`src/rtl/ccc_pkg.sv`:
```
package ccc_pkg;
   // register offsets
   localparam logic [7:0] ADDR_SELF_TEST_TALLY     = 8'h57;
   localparam logic [7:0] ADDR_BACK_CHANNEL_SETUP  = 8'h58;
   localparam logic [7:0] ADDR_PATH_CTL_FIRST      = 8'h59;
   localparam logic [7:0] ADDR_PATH_CTL_SECOND     = 8'h5a;
   localparam logic [7:0] ADDR_REMOTE_TX_ADDR      = 8'h5b;
   // back channel setup fields
   localparam int         BCS_FWD_ALL_BIT          = 7;
   localparam int         BCS_FWD_MATCH_BIT        = 6;
   localparam int         BCS_SELF_ACK_BIT         = 5;
   localparam int         BCS_FORCE_ON_BIT         = 4;
   localparam int         BCS_CHECK_GEN_BIT        = 3;
   localparam int         BCS_RATE_MSB             = 2;
   // first path control fields
   localparam int         PC1_KEEP_LOCAL_BIT       = 7;
   localparam int         PC1_GPIO_MSB             = 1;
   // remote address fields
   localparam int         RTA_LOCK_BIT             = 0;
   // reset values
   localparam logic [7:0] RST_SELF_TEST_TALLY      = 8'h00;
   localparam logic [7:0] RST_BACK_CHANNEL_UPPER   = 8'h18;
   localparam logic [7:0] RST_PATH_CTL_FIRST       = 8'h00;
   localparam logic [7:0] RST_PATH_CTL_SECOND      = 8'h00;
   localparam logic [7:0] RST_REMOTE_TX_ADDR       = 8'h00;
   localparam logic [2:0] RST_RATE_SEL             = 3'h0;
   // rate codes
   localparam logic [2:0] RATE_2M5                 = 3'h0;
   localparam logic [2:0] RATE_10M                 = 3'h4;
   localparam logic [2:0] RATE_25M                 = 3'h5;
   localparam logic [2:0] RATE_50M                 = 3'h6;
   localparam logic [2:0] RATE_100M                = 3'h7;
   // one-hot rate selects
   localparam logic [4:0] RATE_OH_2M5              = 5'h01;
   localparam logic [4:0] RATE_OH_10M              = 5'h02;
   localparam logic [4:0] RATE_OH_25M              = 5'h04;
   localparam logic [4:0] RATE_OH_50M              = 5'h08;
   localparam logic [4:0] RATE_OH_100M             = 5'h10;
endpackage

```
`src/rtl/ccc_regs.sv`:
```
`timescale 1ns/100ps
// Functional notes
// [RL1] read-only 8-bit self-test error count, resets to zero
// [RL2] bit 7 set forwards every local transaction to the remote side
// [RL3] bit 6 set forwards a local transaction only on address match
// [RL4] bit 5 set acknowledges every write locally, ignoring lock and remote ack
// [RL5] bit 4 (reset 1) forces back channel on; else needs a forward bit
// [RL6] force-on bit writable only from the local bus, remote writes ignored
// [RL7] bit 3 (reset 1) enables back-channel check generation
// [RL8] rate codes 000/100/101/110/111 give 2.5/10/25/50/100 Mbps; others reserved
// [RL9] rate field default taken from strap when power-down pin rises
// [RL10] controller should enable self-ack before remote rate change
// [RL11] keep-local bit blocks forward-channel loading of path registers
// [RL12] gpio count 00 none, 01 one, 10 two, 11 four
// [RL13] gpio count loaded remotely; local value persists only under keep-local
// [RL14] second path register loaded remotely unless keep-local set
// [RL15] remote 7-bit address captured into bits 7:1 from forward channel
// [RL16] lock bit 0 stops auto capture; written address holds
// [RL17] reserved bits and codes have no effect; writable ones just hold
module ccc_regs (
   input  wire logic       clk_sys,
   input  wire logic       rst_n,
   // local register port
   input  wire logic       loc_wr,
   input  wire logic       loc_rd,
   input  wire logic [7:0] loc_addr,
   input  wire logic [7:0] loc_wdata,
   output logic      [7:0] loc_rdata,
   output logic            loc_rvalid,
   // register writes arriving over the control channel
   input  wire logic       rem_wr,
   input  wire logic [7:0] rem_addr,
   input  wire logic [7:0] rem_wdata,
   // forward-channel loading
   input  wire logic       fwd_path_load,
   input  wire logic [7:0] fwd_path_first,
   input  wire logic [7:0] fwd_path_second,
   input  wire logic       fwd_addr_load,
   input  wire logic [6:0] fwd_remote_addr,
   // self test
   input  wire logic       self_test_err,
   input  wire logic       self_test_clr,
   // pins
   input  wire logic       power_down_active_low_pin,
   input  wire logic [2:0] rate_strap_pin,
   // transaction decode from the local target
   input  wire logic       txn_valid,
   input  wire logic       txn_addr_match,
   input  wire logic       txn_is_write,
   // control outputs
   output logic            txn_forward,
   output logic            txn_self_ack,
   output logic            reverse_link_en,
   output logic            reverse_link_check_gen_en,
   output logic [4:0]      reverse_link_rate_onehot,
   output logic [3:0]      forward_gpio_en,
   output logic [7:0]      path_setup_second,
   output logic [6:0]      remote_transmitter_addr
);
   ////////////////////////////////////////////////////////////////////////
   // pin synchronisation
   logic [3:0] pin_s;
   logic       pwr_up_s;
   logic [2:0] strap_s;
   logic       pwr_up_prev_q;
   logic       pwr_up_rise;

   ccc_sync2 #(
      .W(4)
   ) u_sync (
      .clk_sys  (clk_sys),
      .rst_n    (rst_n),
      .async_in ({power_down_active_low_pin, rate_strap_pin}),
      .sync_out (pin_s)
   );

   assign pwr_up_s = pin_s[3];
   assign strap_s  = pin_s[2:0];

   // power-down release edge detect
   always_ff @(posedge clk_sys or negedge rst_n) begin
      if (!rst_n) begin
         pwr_up_prev_q <= 1'b0;
      end else begin
         pwr_up_prev_q <= pwr_up_s;
      end
   end

   // a pin held high through reset still gives one rise after release
   assign pwr_up_rise = pwr_up_s & ~pwr_up_prev_q;

   ////////////////////////////////////////////////////////////////////////
   // write decode
   logic loc_bcs_wr;
   logic rem_bcs_wr;
   logic loc_pc1_wr;
   logic loc_pc2_wr;
   logic loc_rta_wr;
   logic rem_pc1_wr;
   logic rem_pc2_wr;
   logic rem_rta_wr;

   assign loc_bcs_wr = loc_wr & (loc_addr == ccc_pkg::ADDR_BACK_CHANNEL_SETUP);
   assign loc_pc1_wr = loc_wr & (loc_addr == ccc_pkg::ADDR_PATH_CTL_FIRST);
   assign loc_pc2_wr = loc_wr & (loc_addr == ccc_pkg::ADDR_PATH_CTL_SECOND);
   assign loc_rta_wr = loc_wr & (loc_addr == ccc_pkg::ADDR_REMOTE_TX_ADDR);
   // local access wins a same-cycle collision
   assign rem_bcs_wr = ~loc_wr & rem_wr & (rem_addr == ccc_pkg::ADDR_BACK_CHANNEL_SETUP);
   assign rem_pc1_wr = ~loc_wr & rem_wr & (rem_addr == ccc_pkg::ADDR_PATH_CTL_FIRST);
   assign rem_pc2_wr = ~loc_wr & rem_wr & (rem_addr == ccc_pkg::ADDR_PATH_CTL_SECOND);
   assign rem_rta_wr = ~loc_wr & rem_wr & (rem_addr == ccc_pkg::ADDR_REMOTE_TX_ADDR);

   ////////////////////////////////////////////////////////////////////////
   // self-test error tally, saturating
   logic [7:0] tally_q;

   always_ff @(posedge clk_sys or negedge rst_n) begin
      if (!rst_n) begin
         tally_q <= ccc_pkg::RST_SELF_TEST_TALLY; // [RL1]
      end else if (self_test_clr) begin
         // an error in the clearing cycle is counted, not lost
         tally_q <= self_test_err ? 8'h01 : ccc_pkg::RST_SELF_TEST_TALLY;
      end else if (self_test_err && tally_q != 8'hff) begin
         tally_q <= tally_q + 8'h01; // [RL1]
      end
   end

   ////////////////////////////////////////////////////////////////////////
   // back channel setup, upper bits
   logic [7:3] bcs_q;

   always_ff @(posedge clk_sys or negedge rst_n) begin
      if (!rst_n) begin
         bcs_q <= ccc_pkg::RST_BACK_CHANNEL_UPPER[7:3]; // [RL5] [RL7]
      end else if (loc_bcs_wr) begin
         bcs_q <= loc_wdata[7:3];
      end else if (rem_bcs_wr) begin
         // force-on keeps its value on remote writes
         bcs_q[7:5] <= rem_wdata[7:5];
         bcs_q[3]   <= rem_wdata[3];
         bcs_q[4]   <= bcs_q[4]; // [RL6]
      end
   end

   // rate field: strap load on power-down release
   logic [2:0] rate_q;

   always_ff @(posedge clk_sys or negedge rst_n) begin
      if (!rst_n) begin
         rate_q <= ccc_pkg::RST_RATE_SEL;
      end else if (pwr_up_rise) begin
         rate_q <= strap_s; // [RL9]
      end else if (loc_bcs_wr) begin
         rate_q <= loc_wdata[ccc_pkg::BCS_RATE_MSB:0];
      end else if (rem_bcs_wr) begin
         rate_q <= rem_wdata[ccc_pkg::BCS_RATE_MSB:0];
      end
   end

   ////////////////////////////////////////////////////////////////////////
   // path control registers with keep-local override
   logic [7:0] pc1_q;
   logic [7:0] pc2_q;
   logic       keep_local_path_settings;

   assign keep_local_path_settings = pc1_q[ccc_pkg::PC1_KEEP_LOCAL_BIT];

   // first path register: keep-local and reserved bits are local,
   // gpio count comes from the forward channel unless kept
   always_ff @(posedge clk_sys or negedge rst_n) begin
      if (!rst_n) begin
         pc1_q <= ccc_pkg::RST_PATH_CTL_FIRST;
      end else if (loc_pc1_wr) begin
         pc1_q <= loc_wdata; // [RL17]
      end else if (rem_pc1_wr) begin
         pc1_q <= rem_wdata;
      end else if (fwd_path_load && !keep_local_path_settings) begin
         // only the gpio count follows the forward channel [RL11]
         pc1_q[ccc_pkg::PC1_GPIO_MSB:0] <= fwd_path_first[ccc_pkg::PC1_GPIO_MSB:0]; // [RL13]
      end
   end

   // second path register
   always_ff @(posedge clk_sys or negedge rst_n) begin
      if (!rst_n) begin
         pc2_q <= ccc_pkg::RST_PATH_CTL_SECOND;
      end else if (loc_pc2_wr) begin
         pc2_q <= loc_wdata;
      end else if (rem_pc2_wr) begin
         pc2_q <= rem_wdata;
      end else if (fwd_path_load && !keep_local_path_settings) begin
         pc2_q <= fwd_path_second; // [RL11] [RL14]
      end
   end

   ////////////////////////////////////////////////////////////////////////
   // remote transmitter address with lock
   logic [7:0] rta_q;

   always_ff @(posedge clk_sys or negedge rst_n) begin
      if (!rst_n) begin
         rta_q <= ccc_pkg::RST_REMOTE_TX_ADDR;
      end else if (loc_rta_wr) begin
         rta_q <= loc_wdata;
      end else if (rem_rta_wr) begin
         rta_q <= rem_wdata;
      end else if (fwd_addr_load && !rta_q[ccc_pkg::RTA_LOCK_BIT]) begin // [RL16]
         rta_q[7:1] <= fwd_remote_addr; // [RL15]
      end
   end

   ////////////////////////////////////////////////////////////////////////
   // register read port, one cycle latency
   always_ff @(posedge clk_sys or negedge rst_n) begin
      if (!rst_n) begin
         loc_rdata  <= 8'h00;
         loc_rvalid <= 1'b0;
      end else begin
         loc_rvalid <= loc_rd;
         if (loc_rd) begin
            case (loc_addr)
               ccc_pkg::ADDR_SELF_TEST_TALLY:    loc_rdata <= tally_q; // [RL1]
               ccc_pkg::ADDR_BACK_CHANNEL_SETUP: loc_rdata <= {bcs_q, rate_q};
               ccc_pkg::ADDR_PATH_CTL_FIRST:     loc_rdata <= pc1_q;
               ccc_pkg::ADDR_PATH_CTL_SECOND:    loc_rdata <= pc2_q;
               ccc_pkg::ADDR_REMOTE_TX_ADDR:     loc_rdata <= rta_q;
               default:                          loc_rdata <= 8'h00;
            endcase
         end
      end
   end

   ////////////////////////////////////////////////////////////////////////
   // transaction steering
   logic fwd_d;
   logic ack_d;

   always_comb begin
      fwd_d = txn_valid & (bcs_q[ccc_pkg::BCS_FWD_ALL_BIT] // [RL2]
              | (bcs_q[ccc_pkg::BCS_FWD_MATCH_BIT] & txn_addr_match)); // [RL3]
      ack_d = txn_valid & txn_is_write & bcs_q[ccc_pkg::BCS_SELF_ACK_BIT]; // [RL4]
   end

   // forward request, one cycle after the decode
   always_ff @(posedge clk_sys or negedge rst_n) begin
      if (!rst_n) begin
         txn_forward <= 1'b0;
      end else begin
         txn_forward <= fwd_d; // [RL2] [RL3]
      end
   end

   // local acknowledge, blind to lock and to the remote answer
   always_ff @(posedge clk_sys or negedge rst_n) begin
      if (!rst_n) begin
         txn_self_ack <= 1'b0;
      end else begin
         txn_self_ack <= ack_d; // [RL4]
      end
   end

   ////////////////////////////////////////////////////////////////////////
   // back channel controls
   // enable: forced on, or needed by either forwarding mode
   always_ff @(posedge clk_sys or negedge rst_n) begin
      if (!rst_n) begin
         reverse_link_en <= 1'b1;
      end else begin
         reverse_link_en <= bcs_q[ccc_pkg::BCS_FORCE_ON_BIT]
                            | bcs_q[ccc_pkg::BCS_FWD_ALL_BIT]
                            | bcs_q[ccc_pkg::BCS_FWD_MATCH_BIT]; // [RL5]
      end
   end

   // check generation follows its bit directly
   always_ff @(posedge clk_sys or negedge rst_n) begin
      if (!rst_n) begin
         reverse_link_check_gen_en <= 1'b1;
      end else begin
         reverse_link_check_gen_en <= bcs_q[ccc_pkg::BCS_CHECK_GEN_BIT]; // [RL7]
      end
   end

   // rate decode; reserved codes keep the previous rate
   always_ff @(posedge clk_sys or negedge rst_n) begin
      if (!rst_n) begin
         reverse_link_rate_onehot <= ccc_pkg::RATE_OH_2M5;
      end else begin
         case (rate_q)
            ccc_pkg::RATE_2M5:  reverse_link_rate_onehot <= ccc_pkg::RATE_OH_2M5; // [RL8]
            ccc_pkg::RATE_10M:  reverse_link_rate_onehot <= ccc_pkg::RATE_OH_10M;
            ccc_pkg::RATE_25M:  reverse_link_rate_onehot <= ccc_pkg::RATE_OH_25M;
            ccc_pkg::RATE_50M:  reverse_link_rate_onehot <= ccc_pkg::RATE_OH_50M;
            ccc_pkg::RATE_100M: reverse_link_rate_onehot <= ccc_pkg::RATE_OH_100M;
            default:            reverse_link_rate_onehot <= reverse_link_rate_onehot; // [RL17]
         endcase
      end
   end

   ////////////////////////////////////////////////////////////////////////
   // mirrored fields
   // gpio count decode: one, two or four lines, lowest first
   always_ff @(posedge clk_sys or negedge rst_n) begin
      if (!rst_n) begin
         forward_gpio_en <= 4'h0;
      end else begin
         case (pc1_q[ccc_pkg::PC1_GPIO_MSB:0])
            2'h0:    forward_gpio_en <= 4'h0; // [RL12]
            2'h1:    forward_gpio_en <= 4'h1;
            2'h2:    forward_gpio_en <= 4'h3;
            default: forward_gpio_en <= 4'hf;
         endcase
      end
   end

   // second path register handed to the datapath
   always_ff @(posedge clk_sys or negedge rst_n) begin
      if (!rst_n) begin
         path_setup_second <= 8'h00;
      end else begin
         path_setup_second <= pc2_q; // [RL14]
      end
   end

   // captured address without its lock bit
   always_ff @(posedge clk_sys or negedge rst_n) begin
      if (!rst_n) begin
         remote_transmitter_addr <= 7'h00;
      end else begin
         remote_transmitter_addr <= rta_q[7:1]; // [RL15]
      end
   end

   ////////////////////////////////////////////////////////////////////////
   // elaboration checks: the read mux packs {bcs_q, rate_q}, the gpio
   // decode covers two bits and the address sits above its lock bit
   if (ccc_pkg::BCS_RATE_MSB + 1 != ccc_pkg::BCS_CHECK_GEN_BIT) begin : g_bad_rate_field
      $error("rate field must sit just below the check generation bit");
   end
   if (ccc_pkg::PC1_GPIO_MSB != 1) begin : g_bad_gpio_field
      $error("gpio count field must be two bits wide");
   end
   if (ccc_pkg::RTA_LOCK_BIT != 0) begin : g_bad_lock_bit
      $error("address lock must sit below the captured address");
   end
endmodule

```
`src/rtl/ccc_sync2.sv`:
```
`timescale 1ns/100ps
// two-flop synchroniser for a vector of independent levels
module ccc_sync2 #(
   parameter int W = 1
) (
   input  wire logic         clk_sys,
   input  wire logic         rst_n,
   input  wire logic [W-1:0] async_in,
   output logic      [W-1:0] sync_out
);
   logic [W-1:0] meta_q;

   // first stage feeds only the second
   always_ff @(posedge clk_sys or negedge rst_n) begin
      if (!rst_n) begin
         meta_q   <= '0;
         sync_out <= '0;
      end else begin
         meta_q   <= async_in;
         sync_out <= meta_q;
      end
   end

   // a synchroniser needs at least one line
   if (W < 1) begin : g_bad_width
      $error("synchroniser width must be at least one");
   end
endmodule

```
`config.mk`:
```
export PLATFORM = sky130hd
export DESIGN_NAME = ccc_regs
export DESIGN_NICKNAME = d
export VERILOG_FILES = /design/src/rtl/ccc_pkg.sv /design/src/rtl/ccc_regs.sv /design/src/rtl/ccc_sync2.sv
export SDC_FILE = /design/constraint.sdc
export NUM_CORES = 1
export LEC_CHECK = 0
export BUFFER_PORTS_ARGS = -buffer_cell sky130_fd_sc_hd__buf_2
export CAP_MARGIN = 0
export CORE_MARGIN = 1.5
export CORE_UTILIZATION = 52
export DETAILED_ROUTE_END_ITERATION = 8
export GPL_TIMING_DRIVEN = 1
export PLACE_DENSITY = 0.78
export SLEW_MARGIN = 10
export SYNTH_ARGS = -nofsm -noshare
export SYNTH_HDL_FRONTEND = slang
export SYNTH_HIERARCHICAL = 1
export SYNTH_SLANG_ARGS = --single-unit
```
`constraint.sdc`:
```
create_clock -name clk_sys -period 2.2 [get_ports clk_sys]
set_input_delay 0.44 -clock clk_sys [delete_from_list [all_inputs] [get_ports clk_sys]]
set_output_delay 0.44 -clock clk_sys [all_outputs]
set_load 0.01 [all_outputs]
```
# Word-level counts from Yosys, hierarchy flattened
# Cells that the tools add are included.
# classes
n_eq_ne	16
mux	22
reduce_logical	16
addsub	1
bitwise_logic	19
# ops
operator	count
8-bit by 7-bit equality test with 1-bit output, second input constant	9
8-bit two-way mux	7
8-bit case mux with 5 select lines	1
5-bit case mux with 5 select lines	1
1-bit AND	14
7-bit two-way mux	2
3-bit equality test, second input constant	4
4-bit case mux with 3 select lines	1
3-bit nonzero test	4
5-bit two-way mux	2
3-bit two-way mux	3
8-bit by 1-bit adder with 8-bit output, second input constant	1
8-bit inequality test, second input constant	1
2-bit nonzero test	4
6-bit two-way mux	1
5-bit nonzero test	1
2-bit two-way mux	2
1-bit logical AND	3
3-bit zero test	1
1-bit bitwise OR	3
2-bit by 1-bit equality test with 1-bit output, second input constant	1
2-bit equality test, second input constant	1
1-bit zero test	2
2-bit zero test	1
2 further kinds	4
# word_totals
register_bits	86
in_bits	71
output_inout_bits	37
elab_cells	96

# Logic depth before layout (Yosys ltp)
# depth
depth_word	6
depth_mapped	6
depth_no_buf	5

# By module
# Netlist, hierarchy kept.
# by_module_without_submodules
module	cells_each	area_per_inst_um2	seq_area_each_um2	instances
ccc_regs	326	3769.9	1933.1	1
ccc_sync2	8	200.2	200.2	1

# Least setup slack after synthesis
# Ideal clock, no wire load.
# synth_timing
kind	input -> register
startpoint	input loc_addr[7]
endpoint	register pc2_q[0]
path_stages	5
setup_ps	125
setup_slack_ps	459
t_required_ps	2075
path_buffers	1
arrival_ps	1616
cell_sequence	and4bb_2 nand2_1 or3_1 buf_6 mux2_4
# synth_between
elab_chain_cells	3
word_cells_on_any_way	4
cone_classes	eq/ne: 1; mux: 1; bitwise: 1; reduce/logical: 1
# synth_rtl
item	line	source
start, declared	ccc_regs.sv:26	input wire logic [7:0] loc_addr,
8-bit by 7-bit equality test with 1-bit output (*)	ccc_regs.sv:105	assign loc_pc2_wr = loc_wr & (loc_addr == ccc_pkg::ADDR_PATH_CTL_SECOND);
1-bit AND (*)	ccc_regs.sv:105	
3-bit nonzero test (no source line) / 8-bit two-way mux (equally long branches)	n/a	
end signal, assigned	ccc_regs.sv:186	pc2_q <= ccc_pkg::RST_PATH_CTL_SECOND;
end signal, assigned	ccc_regs.sv:188	pc2_q <= loc_wdata;
end signal, assigned	ccc_regs.sv:190	pc2_q <= rem_wdata;
end, declared	ccc_regs.sv:163	logic [7:0] pc2_q;
# Mark *: on every way between the ends. The rest lies on a longest branch, timed or not.
# A chain may end at the register's enable or synchronous reset.

# Final worst setup path
# layout_timing
startpoint	register pc1_q[7]
endpoint	register pc2_q[6]
# layout_between
elab_chain_cells	3
# layout_rtl
item	line	source
start, declared	ccc_regs.sv:162	logic [7:0] pc1_q;
start signal, assigned	ccc_regs.sv:172	pc1_q <= ccc_pkg::RST_PATH_CTL_FIRST;
start signal, assigned	ccc_regs.sv:174	pc1_q <= loc_wdata;
start signal, assigned	ccc_regs.sv:176	pc1_q <= rem_wdata;
1-bit zero test	ccc_regs.sv:191	end else if (fwd_path_load && !keep_local_path_settings) begin
1-bit logical AND	ccc_regs.sv:191	
3-bit nonzero test (no source line)	n/a	
end signal, assigned	ccc_regs.sv:188	
end signal, assigned	ccc_regs.sv:190	
end signal, assigned	ccc_regs.sv:192	pc2_q <= fwd_path_second;
# No other way between the ends.

==> results.md <==
* Finished Layout Cells at ~540
* Initial drt markers at 280
* Hold Fails Final Rpt at 0
* Worst vdd ir at 0.4450 mV
* Number of global-route vias before repair at 3,015
* Slew Limit Fails at 0
* Cell variety after synth at 50
* Die Wd at between 90 and 100 µm
* Post-Syn Area at 3970 µm²
* Ports at 108
* Ranking of synthesized cells by area: dfrtp_1, mux2i_1, dfstp_2
* Max H-tree Level at 3
* DRT antenna net count at 0
* Max_cap viols at 0
* Startpoint type of the worst setup path: register
* Worst-path maximum fanout at 7
* Synth cell count leaders: dfrtp_1, mux2i_1, nor2_1, o22ai_1, a21oi_1
* Final core utilization at 0.6494
* Total CTS buffers at 9
* Remaining DRCs at 0
* CTS tree: done
* Post-synthesis sequential area ratio at 0.5373
* Worst-margin pin slew at ~0.61 ns
* Root buffer cell: clkbuf_8
* Rows at 31
* Core outline area at 7331 µm²
* Max Buffers Root-to-Sink at 2
* Post-CTS setup buffer count at 0
* Initial Util at 0.5416
* Yosys warnings at 6
* Port Buffers at 101
* Crit share post-route at 0.8339
* Global-route wire length before repair at 15,150 µm
* Critical path class: reg2reg
* Resized Gates After CTS at 0
* Placed Cells at 522
* EDFF count, synth at 0
* Die area at 8168 µm²
* Die H at 90.38 µm
* Synth top area share at 0.5043
* RSZ-0062 raised after global routing: false
* Clk slew on worst S/H paths at approximately 0.08 ns
* # nets final at 506
* Overflow after GRT at 0
* Global Route Usage Sum at 0.2405
* Power per cell area at 700.0 nW/µm²
* Hold Buf Count CTS at 0
* Fmax at 545.1 MHz
* # clock sinks at between 80 and 90
* Crit path DAT at 2.07 ns
* Status: complete, no violations
* Proportion of layout cells with a drive suffix above 1 at 0.3736
* CP Capture Type: register
* Synthesized netlist cell count at 334
* Period minus WS final at 1.835 ns
* Synth Flop Type: dfrtp_1
* Layout area overhead at 19.92%
* Setup tns final at 0 ns
* # setup viols final at 0
* RD Place Congestion at 0.9269
* Post-Syn Area per Cell at about 12 µm²
* Critical Path RT at 2.44 ns
* Ys async rst share at 1.000
* Leading area contributor after synthesis: dfrtp_1
* Most frequent cell after synthesis: dfrtp_1
* Ant diodes at 0
* Post-DP HPWL at 6699 µm
* Seq cells post-synth at 85
* Final hold slack at roughly 0.11 ns
* Rel. slew slack at 0.5956
* Initial antenna violation count at 0
* Clk Latency, worst-skew pair at 0.35 ns
* Hold WC Path Type: in2async
* Final Instance Area at 4761 µm²
* Syn Nets at 406
* Lkg Pwr at approximately 2.4 nW
* Via density at 5.779
* Area after DPL at between 4000 and 5000 µm²
* Via Count at 3,109
* First-pass DRT Iterations at 5
* Skew final at 0.007747 ns
* Wire per inst at 17.39 µm
* Pin count of the biggest net entering global routing at 86
* Routed wire length at ~9400 µm
-- power breakdown --
part | total (mW) | switching (mW) | internal, mW
Sequential | 1.79 | 0.0873 | 1.70
Clock | 1.05 | 0.535 | 0.515
Combinational | 0.496 | 0.246 | 0.250
Total | 3.33 | 0.868 | 2.46
-- metal layers --
metal  share of wire  vias up  global-route usage  wire [µm]
met3           0.068       23             0.03451        639
met4           0.025        0              0.1283        238
met1            0.46     1487              0.3473       4289
met2            0.45      160              0.3516       4189
met5               0        -                   0          0
li1                -     1439                   -          -
-- sequential cells by signal, indices dropped and copies added (netlist names), 3 cells and up --
| register | count |
|---|---|
| pc1_q | 8 |
| tally_q | 8 |
| forward_gpio_en | 3 |
| pc2_q | 8 |
| remote_transmitter_addr | 7 |
| bcs_q | 5 |
| rta_q | 8 |
| path_setup_second | 8 |
| u_sync/meta_q | 4 |
| reverse_link_rate_onehot | 5 |
| u_sync/sync_out | 4 |
| rate_q | 3 |
| loc_rdata | 8 |
-- worst max-delay path: stages, from the launching register on --
cell      delay, ns
dfrtp_1        0.39
nand2b_1       0.40
mux2_2         0.39
mux2_1         0.29
mux2_4         0.25
-- final timing paths --
kind	from	end	slack [ns]	cells past startpoint
setup / recovery	pc1_q[7]	pc2_q[6]	0.37	4
hold / removal	rst_n	loc_rdata[7]	0.11	2
setup reg to reg	pc1_q[7]	pc2_q[6]	0.37	4
hold reg to reg	u_sync/meta_q[0]	u_sync/sync_out[0]	0.35	0
max in group asynchronous	rst_n	reverse_link_en	1.72	2
min in group clk_sys	power_down_active_low_pin	u_sync/meta_q[3]	0.19	1
-- final cells by class --
| class | instances | area [µm²] |
|---|---|---|
| multi-input combinational | 218 | 1695 |
| fill | 562 | 2570 |
| tap | 99 | 123.9 |
| clock buffer | 10 | 127.6 |
| sequential | 85 | 2133 |
| clock inverter | 6 | 55.05 |
| timing repair buffer | 110 | 588.1 |
| inverter | 10 | 37.54 |
-- cells in the final DEF (no fill, tap or decap), types with 4 or more instances in the layout --
cell type / Yosys / final
nand4_1: 7 / 7
a21o_1: 4 / 4
buf_2: 5 / 100
a221o_1: 8 / 8
mux2_1: 6 / 6
o21ai_0: 5 / 5
mux2i_1: 27 / 27
o221a_2: 7 / 7
and3_1: 11 / 11
dfrtp_1: 80 / 80
clkbuf_8: 0 / 9
inv_1: 10 / 10
nand2_1: 10 / 10
dfstp_2: 5 / 5
and2_1: 4 / 4
nor2b_1: 4 / 4
mux2_4: 8 / 8
nand3_1: 10 / 10
clkinv_2: 0 / 5
a22o_1: 4 / 4
a21oi_1: 14 / 14
o22ai_1: 16 / 16
nor2_1: 20 / 20
mux2_2: 11 / 11
nor3b_1: 5 / 5
buf_4: 3 / 9
-- cell families after synthesis --
logic type,count (synthesis),synth area share
fa+ha+maj,1,0.003151
flops,85,0.5373
mux,52,0.1465
buf+inv,31,0.03561
simple gates,93,0.1431
compound gates,69,0.1276
xor+xnor,3,0.006620
-- through the flow --
step,total power [mW],setup slack (ns)
6_report,3.332,0.3654
3_3_place_gp,2.298,0.2185
3_5_place_dp,2.313,0.1843
4_1_cts,3.356,0.3631
5_1_grt,3.480,0.3129
2_1_floorplan,2.074,0.4591
No activity file was read; power rests on OpenSTA's default activity.
